[config.mk]
export PLATFORM = sky130hd
export DESIGN_NAME = dmes_top
export DESIGN_NICKNAME = d
export VERILOG_FILES = /design/src/rtl/dmes_pkg.sv /design/src/rtl/dmes_top.sv
export SDC_FILE = /design/constraint.sdc
export NUM_CORES = 2
export LEC_CHECK = 0
export ABC_CLOCK_PERIOD_IN_PS = 12100
export BUFFER_PORTS_ARGS = -buffer_cell sky130_fd_sc_hd__buf_2
export CAP_MARGIN = 5
export CORE_AREA = 10 10 326 296
export CTS_CLUSTER_SIZE = 12
export DETAILED_ROUTE_END_ITERATION = 6
export DIE_AREA = 0 0 336 306
export PLACE_DENSITY = 0.66
export SKIP_CTS_REPAIR_TIMING = 1
export SYNTH_ARGS = -nofsm -noshare
export SYNTH_HDL_FRONTEND = slang
export SYNTH_SLANG_ARGS = --single-unit
[constraint.sdc]
create_clock -name CLK_SYS_IN -period 12.1 [get_ports CLK_SYS_IN]
set_input_delay 0.605 -clock CLK_SYS_IN [delete_from_list [all_inputs] [get_ports CLK_SYS_IN]]
set_output_delay 0.605 -clock CLK_SYS_IN [all_outputs]
set_load 0.005 [all_outputs]
[src/rtl/dmes_pkg.sv]
`default_nettype none
package dmes_pkg;
    // channel and queue geometry
    localparam int NCH_DMA = 32;
    localparam int NCH_QCK = 8;
    localparam int NCH = NCH_DMA + NCH_QCK;
    localparam int NQ = 2;
    localparam int QD = 4;
    localparam int DST_DEPTH = 4;
    localparam logic [2:0] DST_DEPTH_C = 3'h4;
    localparam logic [2:0] QD_C = 3'h4;
    // trigger source codes carried in each queue entry
    localparam logic [1:0] SRC_EVT = 2'h0;
    localparam logic [1:0] SRC_CHAIN = 2'h1;
    localparam logic [1:0] SRC_MAN = 2'h2;
    localparam logic [1:0] SRC_QCK = 2'h3;
    // register byte offsets
    localparam logic [11:0] OFS_EVT = 12'h000;
    localparam logic [11:0] OFS_CHAIN = 12'h004;
    localparam logic [11:0] OFS_MAN = 12'h008;
    localparam logic [11:0] OFS_QEVT = 12'h00c;
    localparam logic [11:0] OFS_SEC = 12'h010;
    localparam logic [11:0] OFS_QSEC = 12'h014;
    localparam logic [11:0] OFS_PEND = 12'h018;
    localparam logic [11:0] OFS_QSEL = 12'h01c;
    localparam logic [11:0] OFS_QQSEL = 12'h020;
    localparam logic [11:0] OFS_XFER_CTRL_STATUS = 12'h024;
    localparam logic [11:0] OFS_PRIO = 12'h028;
    localparam logic [3:0] OFS_PSET_PAGE = 4'h1;
    // field positions
    localparam int STAT_STRIDE = 8;
    localparam int STAT_CNT_POS = 2;
    localparam int STAT_SRC_POS = 5;
    localparam int STAT_PROG_POS = 6;
    localparam int PRIO_STRIDE = 4;
    localparam int PSET_NULL_POS = 6;
    localparam int PSET_EARLY_POS = 5;
    // reset values
    localparam logic [2:0] PRIO_RST = 3'h0;
    localparam logic [31:0] ZERO_RST = 32'h0000_0000;

    typedef struct packed {
        logic [5:0] ch;
        logic [1:0] src;
    } dmes_ent_s;

    typedef struct packed {
        logic early;
        logic [4:0] code;
    } dmes_pay_s;

    typedef struct packed {
        logic nul;
        logic early;
        logic [4:0] code;
    } dmes_pset_s;

    // command to a source or destination endpoint
    typedef struct packed {
        logic valid;
        logic [1:0] tag;
        logic [2:0] prio;
    } dmes_cmd_s;
endpackage
`default_nettype wire

[src/rtl/dmes_top.sv]
// Function
// (RULE_01) circular destination set, depth four, head index
// (RULE_02) status shows destination head index
// (RULE_03) status shows occupied count, zero means empty
// (RULE_04) pending entries run from head with wrap
// (RULE_05) latch each trigger into its channel bit
// (RULE_06) set secondary flag once event is queued
// (RULE_07) empty queue and idle controller: bypass queue
// (RULE_08) check parameter set for null before submission
// (RULE_09) non-null clears latch and flag; null keeps flag
// (RULE_10) early completion sets pending bit at submission
// (RULE_11) normal completion sets pending bit on return
// (RULE_12) program set moves only when both sets free
// (RULE_13) reads fill data, writes start once buffered
// (RULE_14) last write done reports completion code back
// (RULE_15) lowest channel number queued first
// (RULE_16) ordering only among same-cycle events
// (RULE_17) dma event beats quick event
// (RULE_18) peripheral, then chain, then manual trigger
// (RULE_19) queue select picks queue and controller
// (RULE_20) lower-numbered queue dequeues first
// (RULE_21) busy controller never blocks another queue
// (RULE_22) commands carry priority 0..7, reset 0
// (RULE_23) writes issued in request order
// (RULE_24) count up on entry, down on finish, head wraps
`default_nettype none
module dmes_top
    import dmes_pkg::*;
(
    input wire logic CLK_SYS_IN,
    input wire logic RST_IN,
    input wire logic PSEL_IN,
    input wire logic PENABLE_IN,
    input wire logic PWRITE_IN,
    input wire logic [11:0] PADDR_IN,
    input wire logic [31:0] PWDATA_IN,
    output logic [31:0] PRDATA_OUT,
    output logic PREADY_OUT,
    output logic PSLVERR_OUT,
    input wire logic [dmes_pkg::NCH_DMA-1:0] EVT_IN,
    input wire logic [dmes_pkg::NCH_DMA-1:0] CHAIN_IN,
    input wire logic [dmes_pkg::NCH_QCK-1:0] QEVT_IN,
    output dmes_pkg::dmes_cmd_s [dmes_pkg::NQ-1:0] TC_RD_CMD_OUT,
    input wire logic [dmes_pkg::NQ-1:0] TC_RD_READY_IN,
    input wire logic [dmes_pkg::NQ-1:0] TC_RD_DONE_IN,
    input wire logic [dmes_pkg::NQ-1:0][1:0] TC_RD_DONE_TAG_IN,
    output dmes_pkg::dmes_cmd_s [dmes_pkg::NQ-1:0] TC_WR_CMD_OUT,
    input wire logic [dmes_pkg::NQ-1:0] TC_WR_READY_IN,
    input wire logic [dmes_pkg::NQ-1:0] TC_WR_DONE_IN
);
    import dmes_pkg::*;

    typedef struct packed {
        logic [NCH_DMA-1:0] evt_s1;
        logic [NCH_DMA-1:0] evt_s2;
        logic [NCH_DMA-1:0] evt_d;
        logic [NCH_DMA-1:0] event_latch_reg;
        logic [NCH_DMA-1:0] chain_event_latch;
        logic [NCH_DMA-1:0] manual_event_set;
        logic [NCH_QCK-1:0] quick_event_latch;
        logic [NCH_DMA-1:0] secondary_event_flag;
        logic [NCH_QCK-1:0] quick_secondary_flag;
        logic [31:0] completion_pending_reg;
        logic [NCH_DMA-1:0] channel_queue_select;
        logic [NCH_QCK-1:0] quick_queue_select;
        logic [NQ-1:0][2:0] prio;
        dmes_pset_s [NCH-1:0] memory_a;
        dmes_ent_s [NQ-1:0][QD-1:0] q;
        logic [NQ-1:0][1:0] qhead;
        logic [NQ-1:0][2:0] qcnt;
        logic sub_v;
        logic sub_q;
        dmes_ent_s sub_e;
        logic [NQ-1:0] prog_v;
        dmes_pay_s [NQ-1:0] prog;
        logic [NQ-1:0] src_v;
        logic [NQ-1:0][1:0] src_tag;
        dmes_pay_s [NQ-1:0][DST_DEPTH-1:0] dst;
        logic [NQ-1:0][DST_DEPTH-1:0] data_ok;
        logic [NQ-1:0][1:0] dst_fifo_head_index;
        logic [NQ-1:0][2:0] dst_active_count;
        logic [NQ-1:0] wr_busy;
        logic apb_ack;
        logic apb_err;
        logic [31:0] apb_rdata;
    } dmes_state_s;

    dmes_state_s s;
    dmes_state_s next_s;

    logic wr_fire;
    logic pick_v;
    logic pick_quick;
    logic [5:0] pick_ch;
    logic [1:0] pick_src;
    logic pick_q;
    logic [NCH_DMA-1:0] dma_pend;
    logic [NCH_QCK-1:0] qck_pend;
    logic deq_v;
    logic deq_q;
    logic [31:0] xfer_ctrl_status;
    logic [31:0] rd_word;
    logic rd_err;
    dmes_pset_s sub_ps;

    // wrap an index into a circular set of the given depth
    function automatic logic [1:0] wrap_add(input logic [1:0] a, input logic [2:0] b,
                                            input logic [2:0] depth);
        logic [3:0] sum;
        sum = {2'h0, a} + {1'h0, b};
        if (sum >= {1'h0, depth}) begin
            sum = sum - {1'h0, depth};
        end
        return sum[1:0];
    endfunction

    // status word: per controller head, count, source busy, program busy
    always_comb begin
        xfer_ctrl_status = ZERO_RST;
        for (int n = 0; n < NQ; n++) begin
            xfer_ctrl_status[n*STAT_STRIDE +: 2] = s.dst_fifo_head_index[n]; // [RULE_02]
            xfer_ctrl_status[n*STAT_STRIDE+STAT_CNT_POS +: 3] = s.dst_active_count[n]; // [RULE_03]
            xfer_ctrl_status[n*STAT_STRIDE+STAT_SRC_POS] = s.src_v[n];
            xfer_ctrl_status[n*STAT_STRIDE+STAT_PROG_POS] = s.prog_v[n];
        end
    end

    // read decode; unmapped addresses answer zero with an error
    always_comb begin
        rd_word = ZERO_RST;
        rd_err = 1'b0;
        case (PADDR_IN)
            OFS_EVT: rd_word = s.event_latch_reg;
            OFS_CHAIN: rd_word = s.chain_event_latch;
            OFS_MAN: rd_word = s.manual_event_set;
            OFS_QEVT: rd_word = {24'h0, s.quick_event_latch};
            OFS_SEC: rd_word = s.secondary_event_flag;
            OFS_QSEC: rd_word = {24'h0, s.quick_secondary_flag};
            OFS_PEND: rd_word = s.completion_pending_reg;
            OFS_QSEL: rd_word = s.channel_queue_select;
            OFS_QQSEL: rd_word = {24'h0, s.quick_queue_select};
            OFS_XFER_CTRL_STATUS: rd_word = xfer_ctrl_status;
            OFS_PRIO: begin
                for (int n = 0; n < NQ; n++) begin
                    rd_word[n*PRIO_STRIDE +: 3] = s.prio[n];
                end
            end
            default: begin
                if (PADDR_IN[11:8] == OFS_PSET_PAGE && PADDR_IN[7:2] < 6'(NCH)) begin
                    rd_word = {25'h0, s.memory_a[PADDR_IN[7:2]]};
                end else begin
                    rd_err = 1'b1;
                end
            end
        endcase
    end

    // event selection: lowest channel of those pending this cycle, dma before quick
    always_comb begin
        dma_pend = (s.event_latch_reg | s.chain_event_latch | s.manual_event_set)
                   & ~s.secondary_event_flag;
        qck_pend = s.quick_event_latch & ~s.quick_secondary_flag;
        pick_v = 1'b0;
        pick_quick = 1'b0;
        pick_ch = 6'h00;
        pick_src = SRC_EVT;
        pick_q = 1'b0;
        for (int i = NCH_QCK - 1; i >= 0; i--) begin
            if (qck_pend[i]) begin
                pick_v = 1'b1;
                pick_quick = 1'b1;
                pick_ch = 6'(NCH_DMA + i);
                pick_src = SRC_QCK;
                pick_q = s.quick_queue_select[i]; // [RULE_19]
            end
        end
        for (int i = NCH_DMA - 1; i >= 0; i--) begin
            if (dma_pend[i]) begin // [RULE_15] [RULE_17]
                pick_v = 1'b1;
                pick_quick = 1'b0;
                pick_ch = 6'(i);
                pick_q = s.channel_queue_select[i]; // [RULE_19]
                if (s.event_latch_reg[i]) begin // [RULE_18]
                    pick_src = SRC_EVT;
                end else if (s.chain_event_latch[i]) begin
                    pick_src = SRC_CHAIN;
                end else begin
                    pick_src = SRC_MAN;
                end
            end
        end
        // dequeue: lowest queue whose controller is free; a busy one is skipped
        deq_v = 1'b0;
        deq_q = 1'b0;
        for (int n = NQ - 1; n >= 0; n--) begin
            if (s.qcnt[n] != 3'h0 && !s.prog_v[n] && !s.sub_v) begin // [RULE_20] [RULE_21]
                deq_v = 1'b1;
                deq_q = 1'(n);
            end
        end
        sub_ps = s.memory_a[s.sub_e.ch];
    end

    assign wr_fire = PSEL_IN && PENABLE_IN && PWRITE_IN && s.apb_ack;

    // next state
    always_comb begin
        next_s = s;
        next_s.evt_s1 = EVT_IN;
        next_s.evt_s2 = s.evt_s1;
        next_s.evt_d = s.evt_s2;
        // bus: one wait state, data captured into a flop on the first access cycle
        next_s.apb_ack = PSEL_IN && PENABLE_IN && !s.apb_ack;
        if (PSEL_IN && PENABLE_IN && !s.apb_ack) begin
            next_s.apb_rdata = PWRITE_IN ? ZERO_RST : rd_word;
            next_s.apb_err = rd_err;
        end
        // software clears go first so that hardware sets in the same cycle win
        if (wr_fire) begin
            case (PADDR_IN)
                OFS_MAN: next_s.manual_event_set = s.manual_event_set | PWDATA_IN; // [RULE_05]
                OFS_SEC: next_s.secondary_event_flag = s.secondary_event_flag & ~PWDATA_IN;
                OFS_QSEC: begin
                    next_s.quick_secondary_flag = s.quick_secondary_flag & ~PWDATA_IN[7:0];
                end
                OFS_PEND: begin
                    next_s.completion_pending_reg = s.completion_pending_reg & ~PWDATA_IN;
                end
                OFS_QSEL: next_s.channel_queue_select = PWDATA_IN;
                OFS_QQSEL: next_s.quick_queue_select = PWDATA_IN[7:0];
                OFS_PRIO: begin
                    for (int n = 0; n < NQ; n++) begin
                        next_s.prio[n] = PWDATA_IN[n*PRIO_STRIDE +: 3]; // [RULE_22]
                    end
                end
                default: begin
                    if (PADDR_IN[11:8] == OFS_PSET_PAGE && PADDR_IN[7:2] < 6'(NCH)) begin
                        next_s.memory_a[PADDR_IN[7:2]] = PWDATA_IN[6:0];
                    end
                end
            endcase
        end
        // trigger latching: rising edge of a synchronised pin, or a pulse from logic
        next_s.event_latch_reg = next_s.event_latch_reg | (s.evt_s2 & ~s.evt_d); // [RULE_05]
        next_s.chain_event_latch = s.chain_event_latch | CHAIN_IN; // [RULE_05]
        next_s.quick_event_latch = s.quick_event_latch | QEVT_IN; // [RULE_05]
        // submission stage: null sets leave the secondary flag standing
        if (s.sub_v) begin
            next_s.sub_v = 1'b0;
            if (!sub_ps.nul) begin // [RULE_08]
                case (s.sub_e.src) // [RULE_09]
                    SRC_EVT: next_s.event_latch_reg[s.sub_e.ch[4:0]] = 1'b0;
                    SRC_CHAIN: next_s.chain_event_latch[s.sub_e.ch[4:0]] = 1'b0;
                    SRC_MAN: next_s.manual_event_set[s.sub_e.ch[4:0]] = 1'b0;
                    default: next_s.quick_event_latch[s.sub_e.ch[2:0]] = 1'b0;
                endcase
                if (s.sub_e.src == SRC_QCK) begin
                    next_s.quick_secondary_flag[s.sub_e.ch[2:0]] = 1'b0; // [RULE_09]
                end else begin
                    next_s.secondary_event_flag[s.sub_e.ch[4:0]] = 1'b0; // [RULE_09]
                end
                next_s.prog_v[s.sub_q] = 1'b1;
                next_s.prog[s.sub_q] = {sub_ps.early, sub_ps.code};
                if (sub_ps.early) begin
                    next_s.completion_pending_reg[sub_ps.code] = 1'b1; // [RULE_10]
                end
            end
        end
        // dequeue into the submission stage
        if (deq_v) begin
            next_s.sub_v = 1'b1;
            next_s.sub_q = deq_q;
            next_s.sub_e = s.q[deq_q][s.qhead[deq_q]];
            next_s.qhead[deq_q] = wrap_add(s.qhead[deq_q], 3'h1, QD_C);
            next_s.qcnt[deq_q] = s.qcnt[deq_q] - 3'h1;
        end
        // one new event per cycle; queued events are never reordered
        if (pick_v) begin
            if (!deq_v && !s.sub_v && s.qcnt[pick_q] == 3'h0 && !s.prog_v[pick_q]) begin
                next_s.sub_v = 1'b1; // [RULE_07]
                next_s.sub_q = pick_q;
                next_s.sub_e = {pick_ch, pick_src};
            end else if (s.qcnt[pick_q] < QD_C) begin
                next_s.q[pick_q][wrap_add(s.qhead[pick_q], s.qcnt[pick_q], QD_C)] =
                    {pick_ch, pick_src}; // [RULE_16]
                next_s.qcnt[pick_q] = next_s.qcnt[pick_q] + 3'h1;
            end
            if (next_s.sub_v && next_s.sub_e == {pick_ch, pick_src} ||
                next_s.qcnt[pick_q] != s.qcnt[pick_q] - 3'(deq_v && deq_q == pick_q)) begin
                if (pick_quick) begin
                    next_s.quick_secondary_flag[pick_ch[2:0]] = 1'b1; // [RULE_06]
                end else begin
                    next_s.secondary_event_flag[pick_ch[4:0]] = 1'b1; // [RULE_06]
                end
            end
        end
        // transfer controllers
        for (int n = 0; n < NQ; n++) begin
            if (s.src_v[n] && TC_RD_READY_IN[n]) begin
                next_s.src_v[n] = 1'b0; // [RULE_13]
            end
            if (TC_RD_DONE_IN[n]) begin
                next_s.data_ok[n][TC_RD_DONE_TAG_IN[n]] = 1'b1; // [RULE_13]
            end
            if (s.prog_v[n] && !s.src_v[n] && s.dst_active_count[n] < DST_DEPTH_C) begin
                next_s.prog_v[n] = 1'b0; // [RULE_12]
                next_s.src_v[n] = 1'b1;
                next_s.src_tag[n] = wrap_add(s.dst_fifo_head_index[n], s.dst_active_count[n],
                                             DST_DEPTH_C);
                next_s.dst[n][next_s.src_tag[n]] = s.prog[n];
                next_s.data_ok[n][next_s.src_tag[n]] = 1'b0;
                next_s.dst_active_count[n] = s.dst_active_count[n] + 3'h1; // [RULE_24]
            end
            if (TC_WR_CMD_OUT[n].valid && TC_WR_READY_IN[n]) begin
                next_s.wr_busy[n] = 1'b1;
            end
            if (s.wr_busy[n] && TC_WR_DONE_IN[n]) begin
                next_s.wr_busy[n] = 1'b0;
                if (!s.dst[n][s.dst_fifo_head_index[n]].early) begin
                    next_s.completion_pending_reg[s.dst[n][s.dst_fifo_head_index[n]].code] =
                        1'b1; // [RULE_11] [RULE_14]
                end
                next_s.dst_fifo_head_index[n] = wrap_add(s.dst_fifo_head_index[n], 3'h1,
                                                         DST_DEPTH_C); // [RULE_24]
                next_s.dst_active_count[n] = next_s.dst_active_count[n] - 3'h1; // [RULE_24]
            end
        end
    end

    // state register; the parameter memory clears too, but software must still write it first
    always_ff @(posedge CLK_SYS_IN) begin
        if (RST_IN) begin
            s <= '0;
            for (int n = 0; n < NQ; n++) begin
                s.prio[n] <= PRIO_RST; // [RULE_22]
            end
        end else begin
            s <= next_s;
        end
    end

    // outputs: the write valid is combinational; the read valid, tags and priority come from flops
    always_comb begin
        for (int n = 0; n < NQ; n++) begin
            TC_RD_CMD_OUT[n] = {s.src_v[n], s.src_tag[n], s.prio[n]}; // [RULE_22]
            TC_WR_CMD_OUT[n] = {s.dst_active_count[n] != 3'h0 && !s.wr_busy[n] &&
                                s.data_ok[n][s.dst_fifo_head_index[n]],
                                s.dst_fifo_head_index[n], s.prio[n]}; // [RULE_04] [RULE_23]
        end
    end
    assign PREADY_OUT = PSEL_IN && PENABLE_IN && s.apb_ack;
    assign PRDATA_OUT = s.apb_rdata;
    assign PSLVERR_OUT = PSEL_IN && PENABLE_IN && s.apb_ack && s.apb_err;

    for (genvar g = 0; g < NQ; g++) begin : g_chk

    end
endmodule // dmes_top
`default_nettype wire

==> results.md <==
- FF-to-FF Start: s[624]$_SDFF_PP0_
- Top delay family on crit path: compound AO/OA/AOI/OAI gates
- Largest net degree at the start of global routing: 116
- Seq/Total Area, Yosys: 40.3%
- R2R cell count: 20
- Startpoint type of the worst setup path: flop
- Cell Area, Synth: 40,000 um2
- Reg-to-reg endpoint: s[585]$_SDFF_PP0_
- Cell Chain, Critical Path: nor3_1, o22ai_1, or4_1, o211a_1, a2111oi_2, o21ai_2, a21oi_1, a21oi_1, ha_1, ha_1, nand2b_1, a211oi_1, nor3_1, or3b_1, mux2_2, nand3_1, nand3_1, a31oi_4, buf_4, o21ai_0
- Crit-path max cell delay: 0.88 ns
- Syn_area_per_cell: 9.11 um2
- Flop2flop setup slack: 5.31 ns
- Most frequent cells in the layout: 802 x dfxtp_1, 596 x nor2_1, 390 x mux2i_1
- Largest area contributor in the netlist: dfxtp_1
- Full die area: 103,000 um2
- DR vias/cell: 6.47
- Iter 0 DRT Violations: 5,086
- Synth-to-Final Area Change: 10.3%
- GP Congestion: 0.999
- Post-DRT Antenna Nets: 0
- IO Pins: 191
- Number of flops mapped to enable cells by yosys: 0
- Root Driver: clkbuf_16
- Worst Setup Path Type: reg -> reg
- Final setup viols: 0
- Hold slack: 0.131 ns
- CTS max path bufs: 3
- RSZ-0062 raised after global routing: no
- WHS Path Cells: 2
- Max Clk Rate: 147 MHz
- CTS H-tree lvls: 3
- First-pass iteration count of the detailed router: 7
- DRT Wirelength: 148,000 um
- Die X: 336 um
- Slowest CP cell: a21oi_1
- Crit. End Element: flop
- Die H: 306 um
- Worst Path Buf+Inv: 1
- GRT Overall Usage: 27.5%
- Max Cap Viol: 0
- Grt ovf: 0
- Core Area: 89,300 um2
- Routed wire length per instance: 26.5 um
- Final net count: 4,491
- Async set-reset flop share out of synthesis: 0%
- Leak Pwr: 15.7 nW
- Initial core utilization: 44.8%
- Final slew viol count: 0
- Final Hold Fails: 0
- CP max FO: 40
- Quantity of I/O buffers inserted on ports: 190
- Status: finished, violations left
- Worst IR Drop VDD: 0.000134 V
- Share of layout cells above drive strength 1: 14.4%
- First-pass GRT wire length: 219,000 um
- Period utilization: 56.2%
- Site row count: 104
- Antenna violations before repair: 7
- Design area: 44,100 um2
- Crit path DAT: 7.33 ns
- Inst Count DP: 5,422
- DP Area: 41,300 um2
- Pwr Density: 168 nW/um2
- Clock-pin slew reported for the worst setup and hold paths after clock tree synthesis: 0.07 ns
- Worst-Margin Slew: 1.19 ns
- Netlist cell types: 94
- Warnings from Yosys: 0
- Synth Flop Type: dfxtp_1
- Num CTS Buffers: 87
- CTS tree: built
- Worst skew pair latency: 0.69 ns
- Mapped Cells: 4,388
- Min-delay src: EVT_IN[17]
- Commonest non-fill, non-tap cell in the layout: dfxtp_1
- # DRC: 3
- HPWL reported at the end of detailed placement: 101,000 um
- Post-route minimum period: 6.79 ns
- Worst EP required: 12.64 ns
- Slew headroom: 18.8%
- DR vias: 36,075
- Post-Syn Nets: 4,534
- Final Total Pwr: 7.42 mW
- Non-filler instance count after layout: 5,572
- Vias in the first global route: 33,514
- Area fraction of the dominant cell type after synthesis: 40.3%
- Flops & latches, synth: 804
- Clock sinks: 804
- Synth area leaders: dfxtp_1 40%, mux2i_1 9.8%, mux4_2 9.0%, nor2_1 5.7%, nand2_1 3.3%
- Setup_tns: 0 ns
- Setup Skew: 0.0609 ns
- Hold EP: next_s[757]$_SDFF_PP0_
- Hold Path Class: in -> reg
- Failing checks: design-rule violations
[cell families (layout without fill, tap and decap cells)]
kind of cell	count (synthesis)	count (layout)	share of synthesized area (%)
AO/OA/AOI/OAI	1007	1007	16.8
XOR/XNOR	34	34	0.745
adder cells (fa/ha/maj)	13	13	0.407
buffers and inverters	430	443	4.64
flip-flops	804	804	40.3
multiplexers	562	562	19.1
other	0	5	0
AND/OR/NAND/NOR	1538	1538	18.0
[registers in the layout, indices dropped and copies added (netlist names)]
signal and flops:
s 692, TC_WR_CMD_OUT 4, next_s 64, TC_RD_CMD_OUT 12
PRDATA_OUT 32
[Yosys cell counts (100+ instances only)]
| cell | count |
|---|---|
| nand2_1 | 347 |
| a31oi_1 | 102 |
| dfxtp_1 | 804 |
| mux4_2 | 159 |
| a22oi_1 | 146 |
| mux2i_1 | 390 |
| nor2_1 | 602 |
| clkbuf_1 | 277 |
| nor2b_1 | 157 |
| a21oi_1 | 224 |
| nor3_1 | 100 |
| o21ai_0 | 170 |
[final cells by class]
cell class                      count  area, um2
Antenna cell                        5       12.5
Clock buffer                      119       2460
Clock inverter                     26        334
Fill cell                        8359      45200
Inverter                           43        164
Multi-Input combinational cell   3154      22100
Sequential cell                   804      16100
Tap cell                         1166       1460
Timing Repair Buffer              255       1450
[power breakdown]
group / internal, mW / switching (mW)
clock network: 1.54 / 1.13
logic: 0.587 / 1.22
registers: 2.76 / 0.174
[stage by stage]
| stage | util, % | worst slack [ns] |
|---|---|---|
| after floorplan | - | 6.99 |
| after global routing | 49.4 | 5.04 |
| after CTS | 49.4 | 5.61 |
| after global placement | 46.2 | 5.74 |
| after detailed placement | 46.2 | 5.66 |
| final | 49.4 | 5.31 |
[worst max path at each step]
stage / from / end / slack (ns) / cells after the start
2_1_floorplan: s[624]$_SDFF_PP0_ / s[570]$_SDFF_PP0_ / 6.99 / 21
3_3_place_gp: s[624]$_SDFF_PP0_ / s[584]$_SDFF_PP0_ / 5.74 / 20
3_5_place_dp: s[624]$_SDFF_PP0_ / s[585]$_SDFF_PP0_ / 5.66 / 20
4_1_cts: s[624]$_SDFF_PP0_ / s[585]$_SDFF_PP0_ / 5.61 / 20
5_1_grt: s[624]$_SDFF_PP0_ / s[576]$_SDFF_PP0_ / 5.04 / 20
6_report: s[624]$_SDFF_PP0_ / s[585]$_SDFF_PP0_ / 5.31 / 20
[metal layers]
metal | global-route usage [%] | part of all wire (%)
met1 | 39.4 | 43
met2 | 38.7 | 41
met3 | 8.90 | 13
met4 | 8.54 | 3.3
met5 | 0 | 0.040
Note: power is estimated with default switching activity, not from simulation.
